==> config.mk <==
export PLATFORM = sky130hd
export DESIGN_NAME = pmg_power_ctrl
export DESIGN_NICKNAME = d
export VERILOG_FILES = /design/src/rtl/pmg_pkg.sv /design/src/rtl/pmg_power_ctrl.sv
export SDC_FILE = /design/constraint.sdc
export NUM_CORES = 1
export LEC_CHECK = 0
export BUFFER_PORTS_ARGS = -buffer_cell sky130_fd_sc_hd__clkbuf_2
export CELL_PAD_IN_SITES_DETAIL_PLACEMENT = 0
export CELL_PAD_IN_SITES_GLOBAL_PLACEMENT = 1
export CORE_ASPECT_RATIO = 0.75
export CORE_MARGIN = 4
export CORE_UTILIZATION = 44
export DETAILED_ROUTE_END_ITERATION = 8
export PLACE_DENSITY_LB_ADDON = 0.08
export SLEW_MARGIN = 20
export SYNTH_ARGS = -nofsm -noshare
export SYNTH_HDL_FRONTEND = slang
export SYNTH_SLANG_ARGS = --single-unit
==> constraint.sdc <==
create_clock -name clk -period 3.32 [get_ports clk]
set_input_delay 0.498 -clock clk [delete_from_list [all_inputs] [get_ports clk]]
set_output_delay 0.498 -clock clk [all_outputs]
set_load 0.05 [all_outputs]
==> src/rtl/pmg_pkg.sv <==
// Constants, register map and carrier types for the power mode and shared pin control block.
// Assumes a 20 MHz clock and a register port fed by the two-wire slave logic.
//
// Operation
// - Both bus lines low past debounce and shared pin low: enter shutdown.
// - Both bus lines high past debounce: move from off to standby.
// - Bus lines are debounced about 130 ms before standby and shutdown decisions; pin wake from off samples them undebounced.
// - Standby goes active as soon as any block is enabled.
// - Blocks follow their settings in active; all disabled in off and standby.
// - Pin high with bus lines low wakes device into the channel one pattern.
// - Bus wake with pin low enters standby and accepts configuration.
// - Bus lines falling while pin high keeps the device running.
// - After a pin wake, pin returning low shuts the device down, or enters standby if bus lines are up.
// - Supply below cutoff forces off from any mode; never disableable.
// - Second supply monitor: register enable, level 3.4 V default, down to 2.4 V.
// - Wake pattern: 2.62 s ramp up and down, 49 ms on, 0.54 s off.
// - Wake pattern drives channel one only, at 6.4 mA; others stay off.
// - External PWM on the shared pin modulates any channel, up to 1 MHz.
// - Shared pin output only pulls low or releases; far side supplies pull-up.
// - Internal pull-down is off whenever audio mode is in use.
// - Control bit 2 inverts the sampled digital input level.
// - Control bit 1 selects digital input (1, reset) or analog audio (0).
// - Control bit 0 selects input (0, reset) or open-drain output (1).
// - Level register bit 0 reads 1 when the pin is high, 0 when grounded.
// - Output register bit 0 updates the pin: 0 pulls low, 1 releases.
package pmg_pkg;

    // ----------------------------------------
    // Register map
    // ----------------------------------------
    localparam logic [7:0] PMG_OFS_PIN_CTRL = 8'h06;
    localparam logic [7:0] PMG_OFS_PIN_OUT = 8'h07;
    localparam logic [7:0] PMG_OFS_PIN_LEVEL = 8'h08;
    localparam int PMG_CTRL_INVERT_BIT = 2;
    localparam int PMG_CTRL_DIGITAL_BIT = 1;
    localparam int PMG_CTRL_OUTPUT_BIT = 0;
    localparam int PMG_OUT_LEVEL_BIT = 0;
    localparam logic [7:0] PMG_CTRL_RESET = 8'h02;
    localparam logic [7:0] PMG_OUT_RESET = 8'h00;

    // ----------------------------------------
    // Timing
    // ----------------------------------------
    localparam int PMG_CLK_MHZ = 20;
    localparam int PMG_DEBOUNCE_US = 130000;
    localparam int PMG_RAMP_US = 2620000;
    localparam int PMG_ON_US = 49000;
    localparam int PMG_OFF_US = 540000;
    localparam int PMG_DEBOUNCE_CYC = PMG_DEBOUNCE_US * PMG_CLK_MHZ;
    localparam int PMG_RAMP_CYC = PMG_RAMP_US * PMG_CLK_MHZ;
    localparam int PMG_ON_CYC = PMG_ON_US * PMG_CLK_MHZ;
    localparam int PMG_OFF_CYC = PMG_OFF_US * PMG_CLK_MHZ;
    localparam int PMG_CNT_W = 27;
    localparam int PMG_LEVEL_MAX = 255;

    // ----------------------------------------
    // Analog codes
    // ----------------------------------------
    // Channel one current in 0.1 mA steps: 6.4 mA
    localparam logic [7:0] PMG_WAKE_CURRENT = 8'h40;
    // Monitor level in 0.1 V steps: 3.4 V default, 2.4 V floor
    localparam logic [5:0] PMG_MON_LEVEL_RESET = 6'h22;
    localparam logic [5:0] PMG_MON_LEVEL_MIN = 6'h18;

    // ----------------------------------------
    // Types
    // ----------------------------------------
    typedef enum logic [1:0] {PMG_OFF, PMG_STANDBY, PMG_ACTIVE, PMG_PIN_WAKE} pmg_mode_t;
    typedef enum logic [1:0] {PMG_RAMP_UP, PMG_ON_HOLD, PMG_RAMP_DOWN, PMG_OFF_HOLD} pmg_phase_t;

    typedef struct packed {
        logic charge_pump;
        logic [3:0] current;
        logic pattern;
        logic ext_pwm;
    } pmg_blocks_t;

    typedef struct packed {
        logic wr_en;
        logic [7:0] addr;
        logic [7:0] wdata;
    } pmg_reg_req_t;

endpackage

==> src/rtl/pmg_power_ctrl.sv <==
// Power mode sequencer, wake pattern and shared pin control.
// Assumes comparator outputs arrive synchronous to clk, bus and pin levels are synchronised here, and that
// the two-wire slave presents register accesses on a simple strobe port.
`timescale 1ns/10ps

module pmg_power_ctrl
    import pmg_pkg::*;
#(
    parameter int DEBOUNCE_CYC = PMG_DEBOUNCE_CYC,
    parameter int RAMP_CYC = PMG_RAMP_CYC,
    parameter int ON_CYC = PMG_ON_CYC,
    parameter int OFF_CYC = PMG_OFF_CYC
) (
    // Clock and reset
    input wire logic clk,
    input wire logic rst,
    // Bus line and shared pin levels
    input wire logic scl_level,
    input wire logic sda_level,
    input wire logic shared_pin_in,
    // Supply comparators
    input wire logic supply_above_cutoff,
    input wire logic supply_above_monitor,
    // Settings held elsewhere in the register file
    input wire pmg_blocks_t block_cfg,
    input wire logic [3:0] ext_pwm_channel_sel,
    input wire logic monitor_enable,
    input wire logic [5:0] monitor_level_cfg,
    // Register port from the two-wire slave
    input wire pmg_reg_req_t reg_req,
    output logic [7:0] reg_rdata,
    // Mode and block enables
    output pmg_mode_t mode,
    output logic bus_if_enable,
    output pmg_blocks_t block_enable,
    output logic supply_monitor_on,
    output logic [5:0] supply_monitor_level,
    output logic supply_low,
    // LED drive
    output logic [3:0] led_pwm_gate,
    output logic led_one_wake_sel,
    output logic [7:0] led_one_wake_current,
    output logic [7:0] led_one_wake_level,
    // Shared pin
    output logic shared_pin_out,
    output logic shared_pin_oe,
    output logic shared_pin_digital_en,
    output logic shared_pin_pulldown_en
);

    // ----------------------------------------
    // Synchronisers
    // ----------------------------------------
    logic [1:0] scl_sync_reg;
    logic [1:0] sda_sync_reg;
    logic [1:0] pin_sync_reg;
    logic scl_s;
    logic sda_s;
    logic pin_s;

    always_ff @(posedge clk) begin
        if (rst) begin
            scl_sync_reg <= 2'h0;
            sda_sync_reg <= 2'h0;
            pin_sync_reg <= 2'h0;
        end else begin
            scl_sync_reg <= {scl_sync_reg[0], scl_level};
            sda_sync_reg <= {sda_sync_reg[0], sda_level};
            pin_sync_reg <= {pin_sync_reg[0], shared_pin_in};
        end
    end

    assign scl_s = scl_sync_reg[1];
    assign sda_s = sda_sync_reg[1];
    assign pin_s = pin_sync_reg[1];

    // ----------------------------------------
    // Bus line debounce
    // ----------------------------------------
    // Long filter so that ordinary bus traffic never looks like a power change
    logic [PMG_CNT_W-1:0] high_cnt_reg;
    logic [PMG_CNT_W-1:0] low_cnt_reg;
    logic lines_up;
    logic lines_down;

    function automatic logic [PMG_CNT_W-1:0] sat_inc(input logic [PMG_CNT_W-1:0] cnt, input int lim);
        logic [PMG_CNT_W-1:0] top;
        top = PMG_CNT_W'(lim);
        sat_inc = (cnt >= top) ? top : cnt + 1'b1;
    endfunction

    always_ff @(posedge clk) begin
        if (rst) begin
            high_cnt_reg <= '0;
            low_cnt_reg <= '0;
        end else begin
            high_cnt_reg <= (scl_s && sda_s) ? sat_inc(high_cnt_reg, DEBOUNCE_CYC) : '0;
            low_cnt_reg <= (!scl_s && !sda_s) ? sat_inc(low_cnt_reg, DEBOUNCE_CYC) : '0;
        end
    end

    assign lines_up = (high_cnt_reg >= PMG_CNT_W'(DEBOUNCE_CYC));
    assign lines_down = (low_cnt_reg >= PMG_CNT_W'(DEBOUNCE_CYC));

    // ----------------------------------------
    // Mode state machine
    // ----------------------------------------
    pmg_mode_t mode_reg;
    pmg_mode_t mode_next;
    logic any_block_cfg;

    assign any_block_cfg = block_cfg.charge_pump || (|block_cfg.current) || block_cfg.pattern || block_cfg.ext_pwm;

    always_comb begin
        mode_next = mode_reg;
        case (mode_reg)
            PMG_OFF: begin
                if (lines_up) begin
                    mode_next = PMG_STANDBY;
                end else if (pin_s && !scl_s && !sda_s) begin
                    mode_next = PMG_PIN_WAKE;
                end
            end
            PMG_STANDBY: begin
                if (lines_down && !pin_s) begin
                    mode_next = PMG_OFF;
                end else if (lines_down) begin
                    mode_next = PMG_PIN_WAKE;
                end else if (any_block_cfg) begin
                    mode_next = PMG_ACTIVE;
                end
            end
            PMG_ACTIVE: begin
                if (lines_down && !pin_s) begin
                    mode_next = PMG_OFF;
                end else if (!any_block_cfg && !lines_down) begin
                    mode_next = PMG_STANDBY;
                end
            end
            PMG_PIN_WAKE: begin
                if (!pin_s) begin
                    mode_next = lines_up ? PMG_STANDBY : PMG_OFF;
                end
            end
            default: begin
                mode_next = PMG_OFF;
            end
        endcase
        // Cutoff has priority over everything and has no disable
        if (!supply_above_cutoff) begin
            mode_next = PMG_OFF;
        end
    end

    always_ff @(posedge clk) begin
        if (rst) begin
            mode_reg <= PMG_OFF;
        end else begin
            mode_reg <= mode_next;
        end
    end

    // ----------------------------------------
    // Block enables
    // ----------------------------------------
    always_ff @(posedge clk) begin
        if (rst) begin
            mode <= PMG_OFF;
            bus_if_enable <= 1'b0;
            block_enable <= '0;
        end else begin
            mode <= mode_next;
            bus_if_enable <= (mode_next != PMG_OFF);
            // Bus wake plus held pin keeps user settings running
            block_enable <= (mode_next == PMG_ACTIVE) ? block_cfg : '0;
        end
    end

    // ----------------------------------------
    // Supply monitor
    // ----------------------------------------
    always_ff @(posedge clk) begin
        if (rst) begin
            supply_monitor_on <= 1'b0;
            supply_monitor_level <= PMG_MON_LEVEL_RESET;
            supply_low <= 1'b0;
        end else begin
            supply_monitor_on <= monitor_enable && (mode_next != PMG_OFF);
            // Codes below the floor are clamped rather than ignored
            supply_monitor_level <= (monitor_level_cfg < PMG_MON_LEVEL_MIN) ? PMG_MON_LEVEL_MIN
                                                                           : monitor_level_cfg;
            supply_low <= monitor_enable && supply_monitor_on && !supply_above_monitor;
        end
    end

    // ----------------------------------------
    // Wake pattern sequencer
    // ----------------------------------------
    pmg_phase_t phase_reg;
    logic [PMG_CNT_W-1:0] phase_cnt_reg;
    logic [PMG_CNT_W-1:0] step_cnt_reg;
    logic [7:0] level_reg;
    logic step_due;
    logic pattern_run;
    logic pattern_next;

    localparam int STEP_CYC = (RAMP_CYC / PMG_LEVEL_MAX) < 1 ? 1 : RAMP_CYC / PMG_LEVEL_MAX;

    assign pattern_run = (mode_reg == PMG_PIN_WAKE);
    // Outputs track the next mode so they change on the same edge as mode
    assign pattern_next = (mode_next == PMG_PIN_WAKE);
    assign step_due = (step_cnt_reg >= PMG_CNT_W'(STEP_CYC - 1));

    always_ff @(posedge clk) begin
        if (rst || !pattern_run) begin
            step_cnt_reg <= '0;
        end else begin
            step_cnt_reg <= step_due ? '0 : step_cnt_reg + 1'b1;
        end
    end

    always_ff @(posedge clk) begin
        if (rst || !pattern_run) begin
            phase_reg <= PMG_RAMP_UP;
            phase_cnt_reg <= '0;
            level_reg <= 8'h00;
        end else begin
            case (phase_reg)
                PMG_RAMP_UP: begin
                    if (step_due) begin
                        level_reg <= level_reg + 8'h01;
                    end
                    if (step_due && level_reg == 8'(PMG_LEVEL_MAX - 1)) begin
                        phase_reg <= PMG_ON_HOLD;
                    end
                end
                PMG_ON_HOLD: begin
                    if (phase_cnt_reg >= PMG_CNT_W'(ON_CYC - 1)) begin
                        phase_cnt_reg <= '0;
                        phase_reg <= PMG_RAMP_DOWN;
                    end else begin
                        phase_cnt_reg <= phase_cnt_reg + 1'b1;
                    end
                end
                PMG_RAMP_DOWN: begin
                    if (step_due) begin
                        level_reg <= level_reg - 8'h01;
                    end
                    if (step_due && level_reg == 8'h01) begin
                        phase_reg <= PMG_OFF_HOLD;
                    end
                end
                PMG_OFF_HOLD: begin
                    if (phase_cnt_reg >= PMG_CNT_W'(OFF_CYC - 1)) begin
                        phase_cnt_reg <= '0;
                        phase_reg <= PMG_RAMP_UP;
                    end else begin
                        phase_cnt_reg <= phase_cnt_reg + 1'b1;
                    end
                end
                default: begin
                    phase_reg <= PMG_RAMP_UP;
                end
            endcase
        end
    end

    always_ff @(posedge clk) begin
        if (rst) begin
            led_one_wake_sel <= 1'b0;
            led_one_wake_current <= 8'h00;
            led_one_wake_level <= 8'h00;
        end else begin
            led_one_wake_sel <= pattern_next;
            led_one_wake_current <= pattern_next ? PMG_WAKE_CURRENT : 8'h00;
            led_one_wake_level <= pattern_next ? level_reg : 8'h00;
        end
    end

    // ----------------------------------------
    // Shared pin registers
    // ----------------------------------------
    logic [2:0] pin_ctrl_reg;
    logic pin_out_reg;
    logic pin_digital;
    logic bus_wr;

    // Register writes need standby or active mode; pin wake keeps the bus interface on but drops them
    assign bus_wr = reg_req.wr_en && (mode_reg != PMG_OFF) && (mode_reg != PMG_PIN_WAKE);

    always_ff @(posedge clk) begin
        if (rst) begin
            pin_ctrl_reg <= PMG_CTRL_RESET[2:0];
            pin_out_reg <= PMG_OUT_RESET[PMG_OUT_LEVEL_BIT];
        end else begin
            if (bus_wr && reg_req.addr == PMG_OFS_PIN_CTRL) begin
                pin_ctrl_reg <= reg_req.wdata[2:0];
            end
            if (bus_wr && reg_req.addr == PMG_OFS_PIN_OUT) begin
                pin_out_reg <= reg_req.wdata[PMG_OUT_LEVEL_BIT];
            end
        end
    end

    // Analog mode turns the digital receiver off, so the level reads zero
    assign pin_digital = pin_ctrl_reg[PMG_CTRL_DIGITAL_BIT] &&
                         (pin_s ^ pin_ctrl_reg[PMG_CTRL_INVERT_BIT]);

    always_ff @(posedge clk) begin
        if (rst) begin
            reg_rdata <= 8'h00;
        end else begin
            case (reg_req.addr)
                PMG_OFS_PIN_CTRL: reg_rdata <= {5'h00, pin_ctrl_reg};
                PMG_OFS_PIN_OUT: reg_rdata <= {7'h00, pin_out_reg};
                PMG_OFS_PIN_LEVEL: reg_rdata <= {7'h00, pin_digital};
                default: reg_rdata <= 8'h00;
            endcase
        end
    end

    // ----------------------------------------
    // Shared pin drive
    // ----------------------------------------
    always_ff @(posedge clk) begin
        if (rst) begin
            shared_pin_out <= 1'b0;
            shared_pin_oe <= 1'b0;
            shared_pin_digital_en <= 1'b1;
            shared_pin_pulldown_en <= 1'b1;
        end else begin
            // Never drives high: a one only releases the pin
            shared_pin_out <= 1'b0;
            shared_pin_oe <= pin_ctrl_reg[PMG_CTRL_OUTPUT_BIT] && !pin_out_reg;
            shared_pin_digital_en <= pin_ctrl_reg[PMG_CTRL_DIGITAL_BIT];
            shared_pin_pulldown_en <= pin_ctrl_reg[PMG_CTRL_DIGITAL_BIT];
        end
    end

    // ----------------------------------------
    // External PWM gating
    // ----------------------------------------
    // Sync path adds three cycles of delay, fine against a 1 MHz input
    always_ff @(posedge clk) begin
        if (rst) begin
            led_pwm_gate <= 4'h0;
        end else if (mode_next == PMG_ACTIVE && block_cfg.ext_pwm && !pin_ctrl_reg[PMG_CTRL_OUTPUT_BIT]) begin
            led_pwm_gate <= ext_pwm_channel_sel & {4{pin_digital}};
        end else begin
            led_pwm_gate <= 4'hf;
        end
    end

endmodule

# [Word level (Yosys, flattened, before mapping)]
# Index checks and enable logic that the tools add are counted.
[op_classes] add_sub_neg=6 n_mul=0 div_mod_pow=0 magnitude_cmp=6 eq_ne=20 shift=0 muxes=28 n_bitwise=6 reduce_logical=49
[op_table] cell="adder 27 x 1 -> 27 bit, second input constant" count=4
[op_table] cell="greater-or-equal comparator 27 x 22 -> 1 bit, second input constant" count=2
[op_table] cell="two-way mux 27 bit" count=2
[op_table] cell="case mux 27 bit (2 select lines)" count=1
[op_table] cell="two-way mux 22 bit" count=2
[op_table] cell="greater-or-equal comparator 27 x 18 -> 1 bit, second input constant" count=1
[op_table] cell="greater-or-equal comparator 27 x 20 -> 1 bit, second input constant" count=1
[op_table] cell="greater-or-equal comparator 27 x 24 -> 1 bit, second input constant" count=1
[op_table] cell="two-way mux 2 bit" count=13
[op_table] cell="logical AND 1 bit" count=19
[op_table] cell="== test 8 x 3 -> 1 bit, second input constant" count=2
[op_table] cell="two-way mux 8 bit" count=2
[op_table] cell="case mux 2 bit (4 select lines)" count=2
[op_table] cell="case mux 8 bit (2 select lines)" count=1
[op_table] cell="!= test 2 bit, second input constant" count=7
[op_table] cell="== test 2 bit, second input constant" count=6
[op_table] cell="OR reduction 2 bit" count=6
[op_table] cell="zero test 1 bit" count=9
[op_table] cell="case mux 3 bit (3 select lines)" count=1
[op_table] cell="adder 8 x 1 -> 8 bit, second input constant" count=1
[op_table] cell="== test 8 x 1 -> 1 bit, second input constant" count=1
[op_table] cell="== test 8 x 4 -> 1 bit, second input constant" count=1
[op_table] cell="== test 8 bit, second input constant" count=1
[op_table] cell="nonzero test 2 bit" count=4
[op_table] cell="16 further kinds" count=25
[totals] ff_bits=177 latchBits=0 mem_bits_rw=0 romBits=0 in_bits=42 out_inout_bits=51 wordCells=145 memories=0

# [Longest topological paths before layout]
# Gate-level depths: netlist of run 1.
[logic_depth] ltp_word=14 ltp_mapped=9 mapped_depth_nobuf=8

# [Worst setup path before layout of run 1]
# OpenSTA, ideal clock, no wires.
[synth_timing] path_kind="reg-to-reg" start="register low_cnt_reg[8]" end="register led_one_wake_level[0]" setup_time_ns=0.074 arrival_time_ns=2.410 required_time_ns=3.246 setup_slack_ns=0.836 stages_incl_launch_ff=9 n_path_buf=2 synth_period_minus_slack_ns=2.484 cell_sequence="dfxtp_1 > or4_1 > a311o_1 > a211oi_2 > mux2i_1 > or4b_1 > buf_6 > buf_8 > nor3_2"
[synth_via] elab_chain_len=10 elab_cells_between_ends=13 classes_between="1 x order compare; 1 x eq/ne; 6 x mux; 1 x bitwise; 4 x reduce/logical"
[synth_rtl] item="start, declared" line_no="pmg_power_ctrl.sv:82" rtl="logic [PMG_CNT_W-1:0] low_cnt_reg;"
[synth_rtl] item="start signal, assigned" line_no="pmg_power_ctrl.sv:98" rtl="low_cnt_reg <= (!scl_s && !sda_s) ? sat_inc(low_cnt_reg, DEBOUNCE_CYC) : '0;"
[synth_rtl] item="greater-or-equal comparator 27 x 22 -> 1 bit (*)" line_no="pmg_power_ctrl.sv:103" rtl="assign lines_down = (low_cnt_reg >= PMG_CNT_W'(DEBOUNCE_CYC));"
[synth_rtl] item="zero test 1 bit" line_no="pmg_power_ctrl.sv:136" rtl="end else if (!any_block_cfg && !lines_down) begin"
[synth_rtl] item="logical AND 1 bit" line_no="pmg_power_ctrl.sv:136"
[synth_rtl] item="two-way mux 2 bit" line_no="pmg_power_ctrl.sv:136"
[synth_rtl] item="two-way mux 2 bit" line_no="pmg_power_ctrl.sv:134" rtl="if (lines_down && !pin_s) begin"
[synth_rtl] item="case mux 2 bit (4 select lines) (*)" line_no="pmg_power_ctrl.sv:116" rtl="case (mode_reg)"
[synth_rtl] item="two-way mux 2 bit (*)" line_no="pmg_power_ctrl.sv:150" rtl="if (!supply_above_cutoff) begin"
[synth_rtl] item="== test 2 bit (*)" line_no="pmg_power_ctrl.sv:211" rtl="assign pattern_next = (mode_next == PMG_PIN_WAKE);"
[synth_rtl] item="inverter 1 bit (no line) (*)"
[synth_rtl] item="OR reduction 2 bit (no line) (*)"
[synth_rtl] item="end signal, assigned" line_no="pmg_power_ctrl.sv:276" rtl="led_one_wake_level <= pattern_next ? level_reg : 8'h00;"
[synth_rtl] item="end, declared" line_no="pmg_power_ctrl.sv:43" rtl="output logic [7:0] led_one_wake_level,"
# Mark *: on every way between the ends. The rest lies on a longest branch, timed or not.
# A chain may end at the register's enable or synchronous reset.

# [Worst setup path after layout of run 1]
[layout_timing] start="register low_cnt_reg[8]" end="register block_enable[4] (netlist name)"
[layout_via] elab_chain_len=10 elab_cells_between_ends=13 classes_between="1 x order compare; 1 x eq/ne; 6 x mux; 1 x bitwise; 4 x reduce/logical"
[layout_rtl] item="greater-or-equal comparator 27 x 22 -> 1 bit (*)" line_no="pmg_power_ctrl.sv:103"
[layout_rtl] item="zero test 1 bit" line_no="pmg_power_ctrl.sv:136"
[layout_rtl] item="logical AND 1 bit" line_no="pmg_power_ctrl.sv:136"
[layout_rtl] item="two-way mux 2 bit" line_no="pmg_power_ctrl.sv:136"
[layout_rtl] item="two-way mux 2 bit" line_no="pmg_power_ctrl.sv:134"
[layout_rtl] item="case mux 2 bit (4 select lines) (*)" line_no="pmg_power_ctrl.sv:116"
[layout_rtl] item="two-way mux 2 bit (*)" line_no="pmg_power_ctrl.sv:150"
[layout_rtl] item="== test 2 bit (*)" line_no="pmg_power_ctrl.sv:175" rtl="block_enable <= (mode_next == PMG_ACTIVE) ? block_cfg : '0;"
[layout_rtl] item="inverter 1 bit (no line) (*)"
[layout_rtl] item="OR reduction 2 bit (no line) (*)"
[layout_rtl] item="end signal, assigned" line_no="pmg_power_ctrl.sv:175"
[layout_rtl] item="end, declared" line_no="pmg_power_ctrl.sv:35" rtl="output pmg_blocks_t block_enable,"
# Marks and branches as above.

==> metrics.txt, run 1 <==
status completed; remaining routing DRC violations 0; CP cell instances or4_1 -> a311o_1 -> a211oi_2 -> mux2i_1 -> or4b_1 -> nor3b_1; post-detailed-route wirelength per cell 14.2 um; proportion of layout cells with a drive suffix above 1 14.8%; routability congestion estimate from global placement 0.804; Final ANT Viol Nets 0; power density normalized to cell area 503 mW/mm^2; Die Ht 118 um; count of clock tree sinks 164; antenna violations before repair 0; CP max FO 17; Final Instance Count excl. Fillers 1118; FP Rows 39; area growth from synthesis to layout 16.7%; number of setup buffers added after CTS 0; share of total power in the clock network 47.5%; DRT iter0 DRCs 356; antenna diode count 0; post-synthesis instance total 806; vias in the first global route 5390; top-area cell type share of the netlist area 46.1%; proportion of total power due to net switching 22.1%; placed instance count 1086; Initial Utilization 45.7%; top flip-flop cell by instance count after synthesis dfxtp_1; Required @ worst endpoint 3650 ps; CTS Root Buffer Type clkbuf_16; aggregate negative setup slack 0 ps; HPWL reported at the end of detailed placement 11.8 mm; post-synthesis instance area 0.00712 sq mm; sequential power share 48.3%; most frequent standard cell in the layout excluding fill and tap cells dfxtp_1; Worst VDD drop 0.315 mV; depth of the worst register-to-register path 6; number of cells upsized or downsized after cts 0; Crit path largest cell delay 870 ps; Pint 0.00326 W; startpoint type of the worst setup path register; pin count of the biggest net entering global routing 20; Boundary Pins 93; mean number of vias per cell 5.17; clock-pin slew on the worst setup and hold paths 60 ps; core outline area 0.0156 sq mm; count of cells along the worst hold path 2; part of the Yosys area used for sequential elements 46.1%; post-synth cell types 62; share of synthesized registers carrying an async set or reset 0%; Finish-stage setup viols 0; drt first pass iters 5; worst clock skew on the final layout 6.85 ps; maximum level of the CTS H-tree 4; endpoint type of the worst setup path register; Nets 957; Worst Max-Slew Pin Slew 774 ps; R2R Path Start low_cnt_reg[8]; switching power summed over all nets 0.000925 W; top cell family by delay on the critical path simple AND/OR/NAND/NOR gates; dominant cells by area after synthesis dfxtp_1, nor2_1, xor2_1, nand2_1, xnor2_1; Pleak 3.12 nW; GRT Util Overall 17.6%; worst hold path type in -> reg; clock tree from TritonCTS built; most area-hungry cell type in the Yosys netlist dfxtp_1; overall die area 0.0183 sq mm; Setup crit start low_cnt_reg[8]; number of hold violations in the final report 0; hold_sp supply_above_monitor; worst setup path category reg -> reg; worst path arrival time 3320 ps; commonest non-fill, non-tap cells in the layout dfxtp_1, nor2_1, nand2_1; buffering stage count on the worst path with inverters included 0; Final Slew Violations 0; grt ovf 0; number of max-cap violations 0; synth warn 0; routed wire length 15.9 mm; relative slew slack 48.4%; Tmin final 2990 ps; number of clock buffers inserted by TritonCTS 17; power share of the combinational group 4.2%; die span in x 155 um; fraction of the cycle the final worst path needs 90.0%; Max stage delay cell, worst path or4b_1; f_max 335 MHz; Mean Syn Cell Area 8.83 sq um; critical path depth 6; setup repair after global routing missed its margin no; total number of vias 5785; clock latency at the later pin of the worst-skew pair 420 ps; number of register bits inferred by synthesis 164; number of enable-type register cells in the synthesized netlist 0; count of hold-fix buffers inserted at cts 0; first-pass GRT wire length 26.5 mm; number of buffers on the longest clock path 2; Port Buffer Count 74
## synthesized netlist by cell type, types with 5 or more instances
| cell | instances |
|---|---|
| inv_1 | 28 |
| xnor2_1 | 30 |
| and4_1 | 9 |
| ha_1 | 15 |
| and3_1 | 16 |
| nand3_1 | 37 |
| mux2i_1 | 13 |
| a21oi_1 | 39 |
| and2_1 | 9 |
| or2_2 | 8 |
| nand2_1 | 78 |
| nor2_1 | 116 |
| xor2_1 | 47 |
| nor3_1 | 22 |
| dfxtp_1 | 164 |
| a211oi_1 | 5 |
| nor2b_1 | 9 |
| nand4_1 | 25 |
| nor3b_1 | 11 |
| nor4_1 | 9 |
| clkbuf_1 | 20 |
| o21ai_0 | 10 |
| nor3_2 | 8 |
| buf_4 | 16 |
## routing by layer
layer / vias up / track usage, % / share of wire, %
met2: 120 / 25.8 / 43
met3: 20 / 3.95 / 4.3
met4: 0 / 6.18 / 1.4
li1: 2908 / - / -
met1: 2737 / 25.4 / 51
met5: - / 0 / 0
## worst reg2reg max path: stages, from the launching register on
cell and delay, ps:
dfxtp_1 340, or4_1 530, a311o_1 400, a211oi_2 220
mux2i_1 190, or4b_1 870, nor3b_1 340
## final timing paths
kind / end / slack [ps]
worst min register to register: pin_sync_reg[1] / 450
worst max-delay path: block_enable[4] / 330
worst max register to register: block_enable[4] / 330
worst min-delay path: supply_low / 230
## cells by family (layout without fill, tap and decap cells)
kind of cell	Yosys count	in the layout	synth area share [%]
compound gates	88	88	8.21
xor+xnor	77	77	9.47
fa+ha+maj	15	15	2.64
buf+inv	67	143	4.64
flops	164	164	46.1
mux	13	13	1.83
other cells	1	32	0.0527
simple gates	381	381	27.0
## final cells by class
type / instances / area (sq um)
well taps: 205 / 256
multi-input cells: 606 / 3620
flip-flops and latches: 164 / 3280
inverters: 28 / 105
repair buffers: 83 / 438
clock inverters: 11 / 154
clock buffers: 21 / 450
fillers: 1453 / 7260
## power by group through the flow
stage                     registers [W]  clock network (W)  logic (W)
after CTS                       0.00202            0.00204   0.000175
after detailed placement        0.00207                  0   0.000174
after global routing            0.00202            0.00212   0.000190
final                           0.00202            0.00199   0.000175
after global placement          0.00206                  0   0.000173
after floorplan                 0.00209                  0   0.000103
## through the flow
stage          setup slack [ps]  utilization, %  instance area (sq um)  hold slack [ps]  total power (W)
2_1_floorplan               836               -                   7240              414          0.00220
4_1_cts                     338            53.4                   8310              205          0.00424
3_3_place_gp                458            49.5                   7700              434          0.00224
6_report                    333            53.4                   8310              228          0.00418
3_5_place_dp                364            49.5                   7700              436          0.00224
5_1_grt                     159            53.4                   8310              209          0.00433
No activity file was read; power rests on OpenSTA's default activity.
==> run 2, diff against run 1 <==
CORE_ASPECT_RATIO = 1.25   (was 0.75)
==> run 2 against run 1 <==
Compared with the run above:
- via count fell by 2.8%
- non-clock buffer count fell by 2
- clock skew rose by 1.4 ps
- sequential power barely moved
- combinational power barely moved
- cell count rose by 0.36%
- first-iteration DRC count fell by 24%
- sequential share of layout area rose by 0.34 points
- power fell by 4.2%
- critical path type unchanged
- critical endpoint is now block_enable[5]
- largest power group unchanged
- highest routed layer unchanged
==> metrics.txt, run 2 (same netlist as run 1, synthesis figures left out) <==
worst path arrival time 3100 ps; vias in the first global route 5463; core outline area 0.0158 sq mm; status completed; Pint 0.00303 W; antenna diode count 0; CP max FO 17; number of cells upsized or downsized after cts 0; Worst Max-Slew Pin Slew 673 ps; count of hold-fix buffers inserted at cts 0; Die Ht 150 um; switching power summed over all nets 0.000971 W; total number of vias 5623; post-detailed-route wirelength per cell 13.1 um; CTS Root Buffer Type clkbuf_16; worst setup path category reg -> reg; commonest non-fill, non-tap cells in the layout dfxtp_1, nor2_1, nand2_1; Setup crit start low_cnt_reg[8]; Final ANT Viol Nets 0; grt ovf 0; maximum level of the CTS H-tree 4; Post-Place Worst Slack 617 ps; sequential power share 50.4%; clock-pin slew on the worst setup and hold paths 60 ps; power share of the combinational group 4.3%; share of total power in the clock network 45.2%; fraction of the cycle the final worst path needs 83.5%; HPWL reported at the end of detailed placement 10.8 mm; power density normalized to cell area 486 mW/mm^2; Port Buffer Count 74; Boundary Pins 93; number of setup buffers added after CTS 0; proportion of layout cells with a drive suffix above 1 14.7%; Final Slew Violations 0; first-pass GRT wire length 25.1 mm; Pleak 3.08 nW; endpoint type of the worst setup path register; most frequent standard cell in the layout excluding fill and tap cells dfxtp_1; Nets 955; R2R Path Start low_cnt_reg[8]; f_max 361 MHz; FP Rows 51; antenna violations before repair 0; number of max-cap violations 0; routability congestion estimate from global placement 0.793; number of buffers on the longest clock path 2; aggregate negative setup slack 0 ps; area growth from synthesis to layout 15.7%; post-layout worst setup margin 547 ps; die span in x 122 um; remaining routing DRC violations 0; Required @ worst endpoint 3650 ps; relative slew slack 54.9%; routed wire length 14.8 mm; Initial Utilization 45.2%; clock latency at the later pin of the worst-skew pair 430 ps; number of hold violations in the final report 0; count of clock tree sinks 164; setup repair after global routing missed its margin no; mean number of vias per cell 5.01; worst hold path type in -> reg; worst clock skew on the final layout 8.27 ps; Finish-stage setup viols 0; Tmin final 2770 ps; hold_sp supply_above_monitor; clock tree from TritonCTS built; drt first pass iters 4; GRT Util Overall 16.8%; overall die area 0.0183 sq mm; DRT iter0 DRCs 270; proportion of total power due to net switching 24.2%; pin count of the biggest net entering global routing 32; Worst VDD drop 0.355 mV; startpoint type of the worst setup path register; number of clock buffers inserted by TritonCTS 17
run 2: changes by cell type in the layout (fill, tap and decap cells not counted):
cell,before,now
bufinv_16,3,0
clkbuf_1,3,1
inv_6,0,5
clkinv_4,3,1
buf_4,9,7
clkinvlp_4,5,6
run 2: worst max-delay path, cell delays in order, from the launching register on:
cell,delay [ps]
dfxtp_1,340
or4_1,530
a311o_1,410
a211oi_2,220
mux2i_1,210
or4b_1,500
buf_4,220
nor3b_1,240
run 2: cell type report:
type	instances	area, sq um
Clock buffer	19	443
Inverter	28	105
Multi-Input combinational cell	606	3620
Sequential cell	164	3280
Timing Repair Buffer	81	423
Fill cell	1537	7520
Clock inverter	12	97.6
Tap cell	212	265
run 2: routing by layer:
layer | vias to the layer above | global-route usage (%) | part of all wire (%)
li1 | 2896 | - | -
met2 | 89 | 29.2 | 51
met4 | 0 | 5.55 | 1.0
met1 | 2625 | 20.5 | 45
met3 | 13 | 3.98 | 3.2
met5 | - | 0 | 0
run 2: worst paths after layout:
path,cells past startpoint,to,slack (ps)
max,7,block_enable[5],550
min,2,supply_low,240
max reg2reg,7,block_enable[5],550
min reg2reg,1,sda_sync_reg[1],430
run 2: power groups by stage:
stage	sequential [W]	clock [W]	combinational, W
5_1_grt	0.00202	0.00196	0.000189
2_1_floorplan	0.00209	0	0.000103
4_1_cts	0.00202	0.00187	0.000174
3_5_place_dp	0.00207	0	0.000173
3_3_place_gp	0.00206	0	0.000171
6_report	0.00202	0.00181	0.000173
run 2: through the flow:
step / total power [W] / area (sq um) / utilization [%] / hold WS (ps) / std cells
6_report: 0.00401 / 8240 / 52.3 / 241 / 1122
5_1_grt: 0.00417 / 8240 / 52.3 / 227 / 1122
4_1_cts: 0.00406 / 8240 / 52.3 / 231 / 1122
3_5_place_dp: 0.00224 / 7700 / 48.8 / 425 / 1091
3_3_place_gp: 0.00223 / 7700 / 48.8 / 433 / 1091
2_1_floorplan: 0.00220 / 7240 / - / 414 / 837
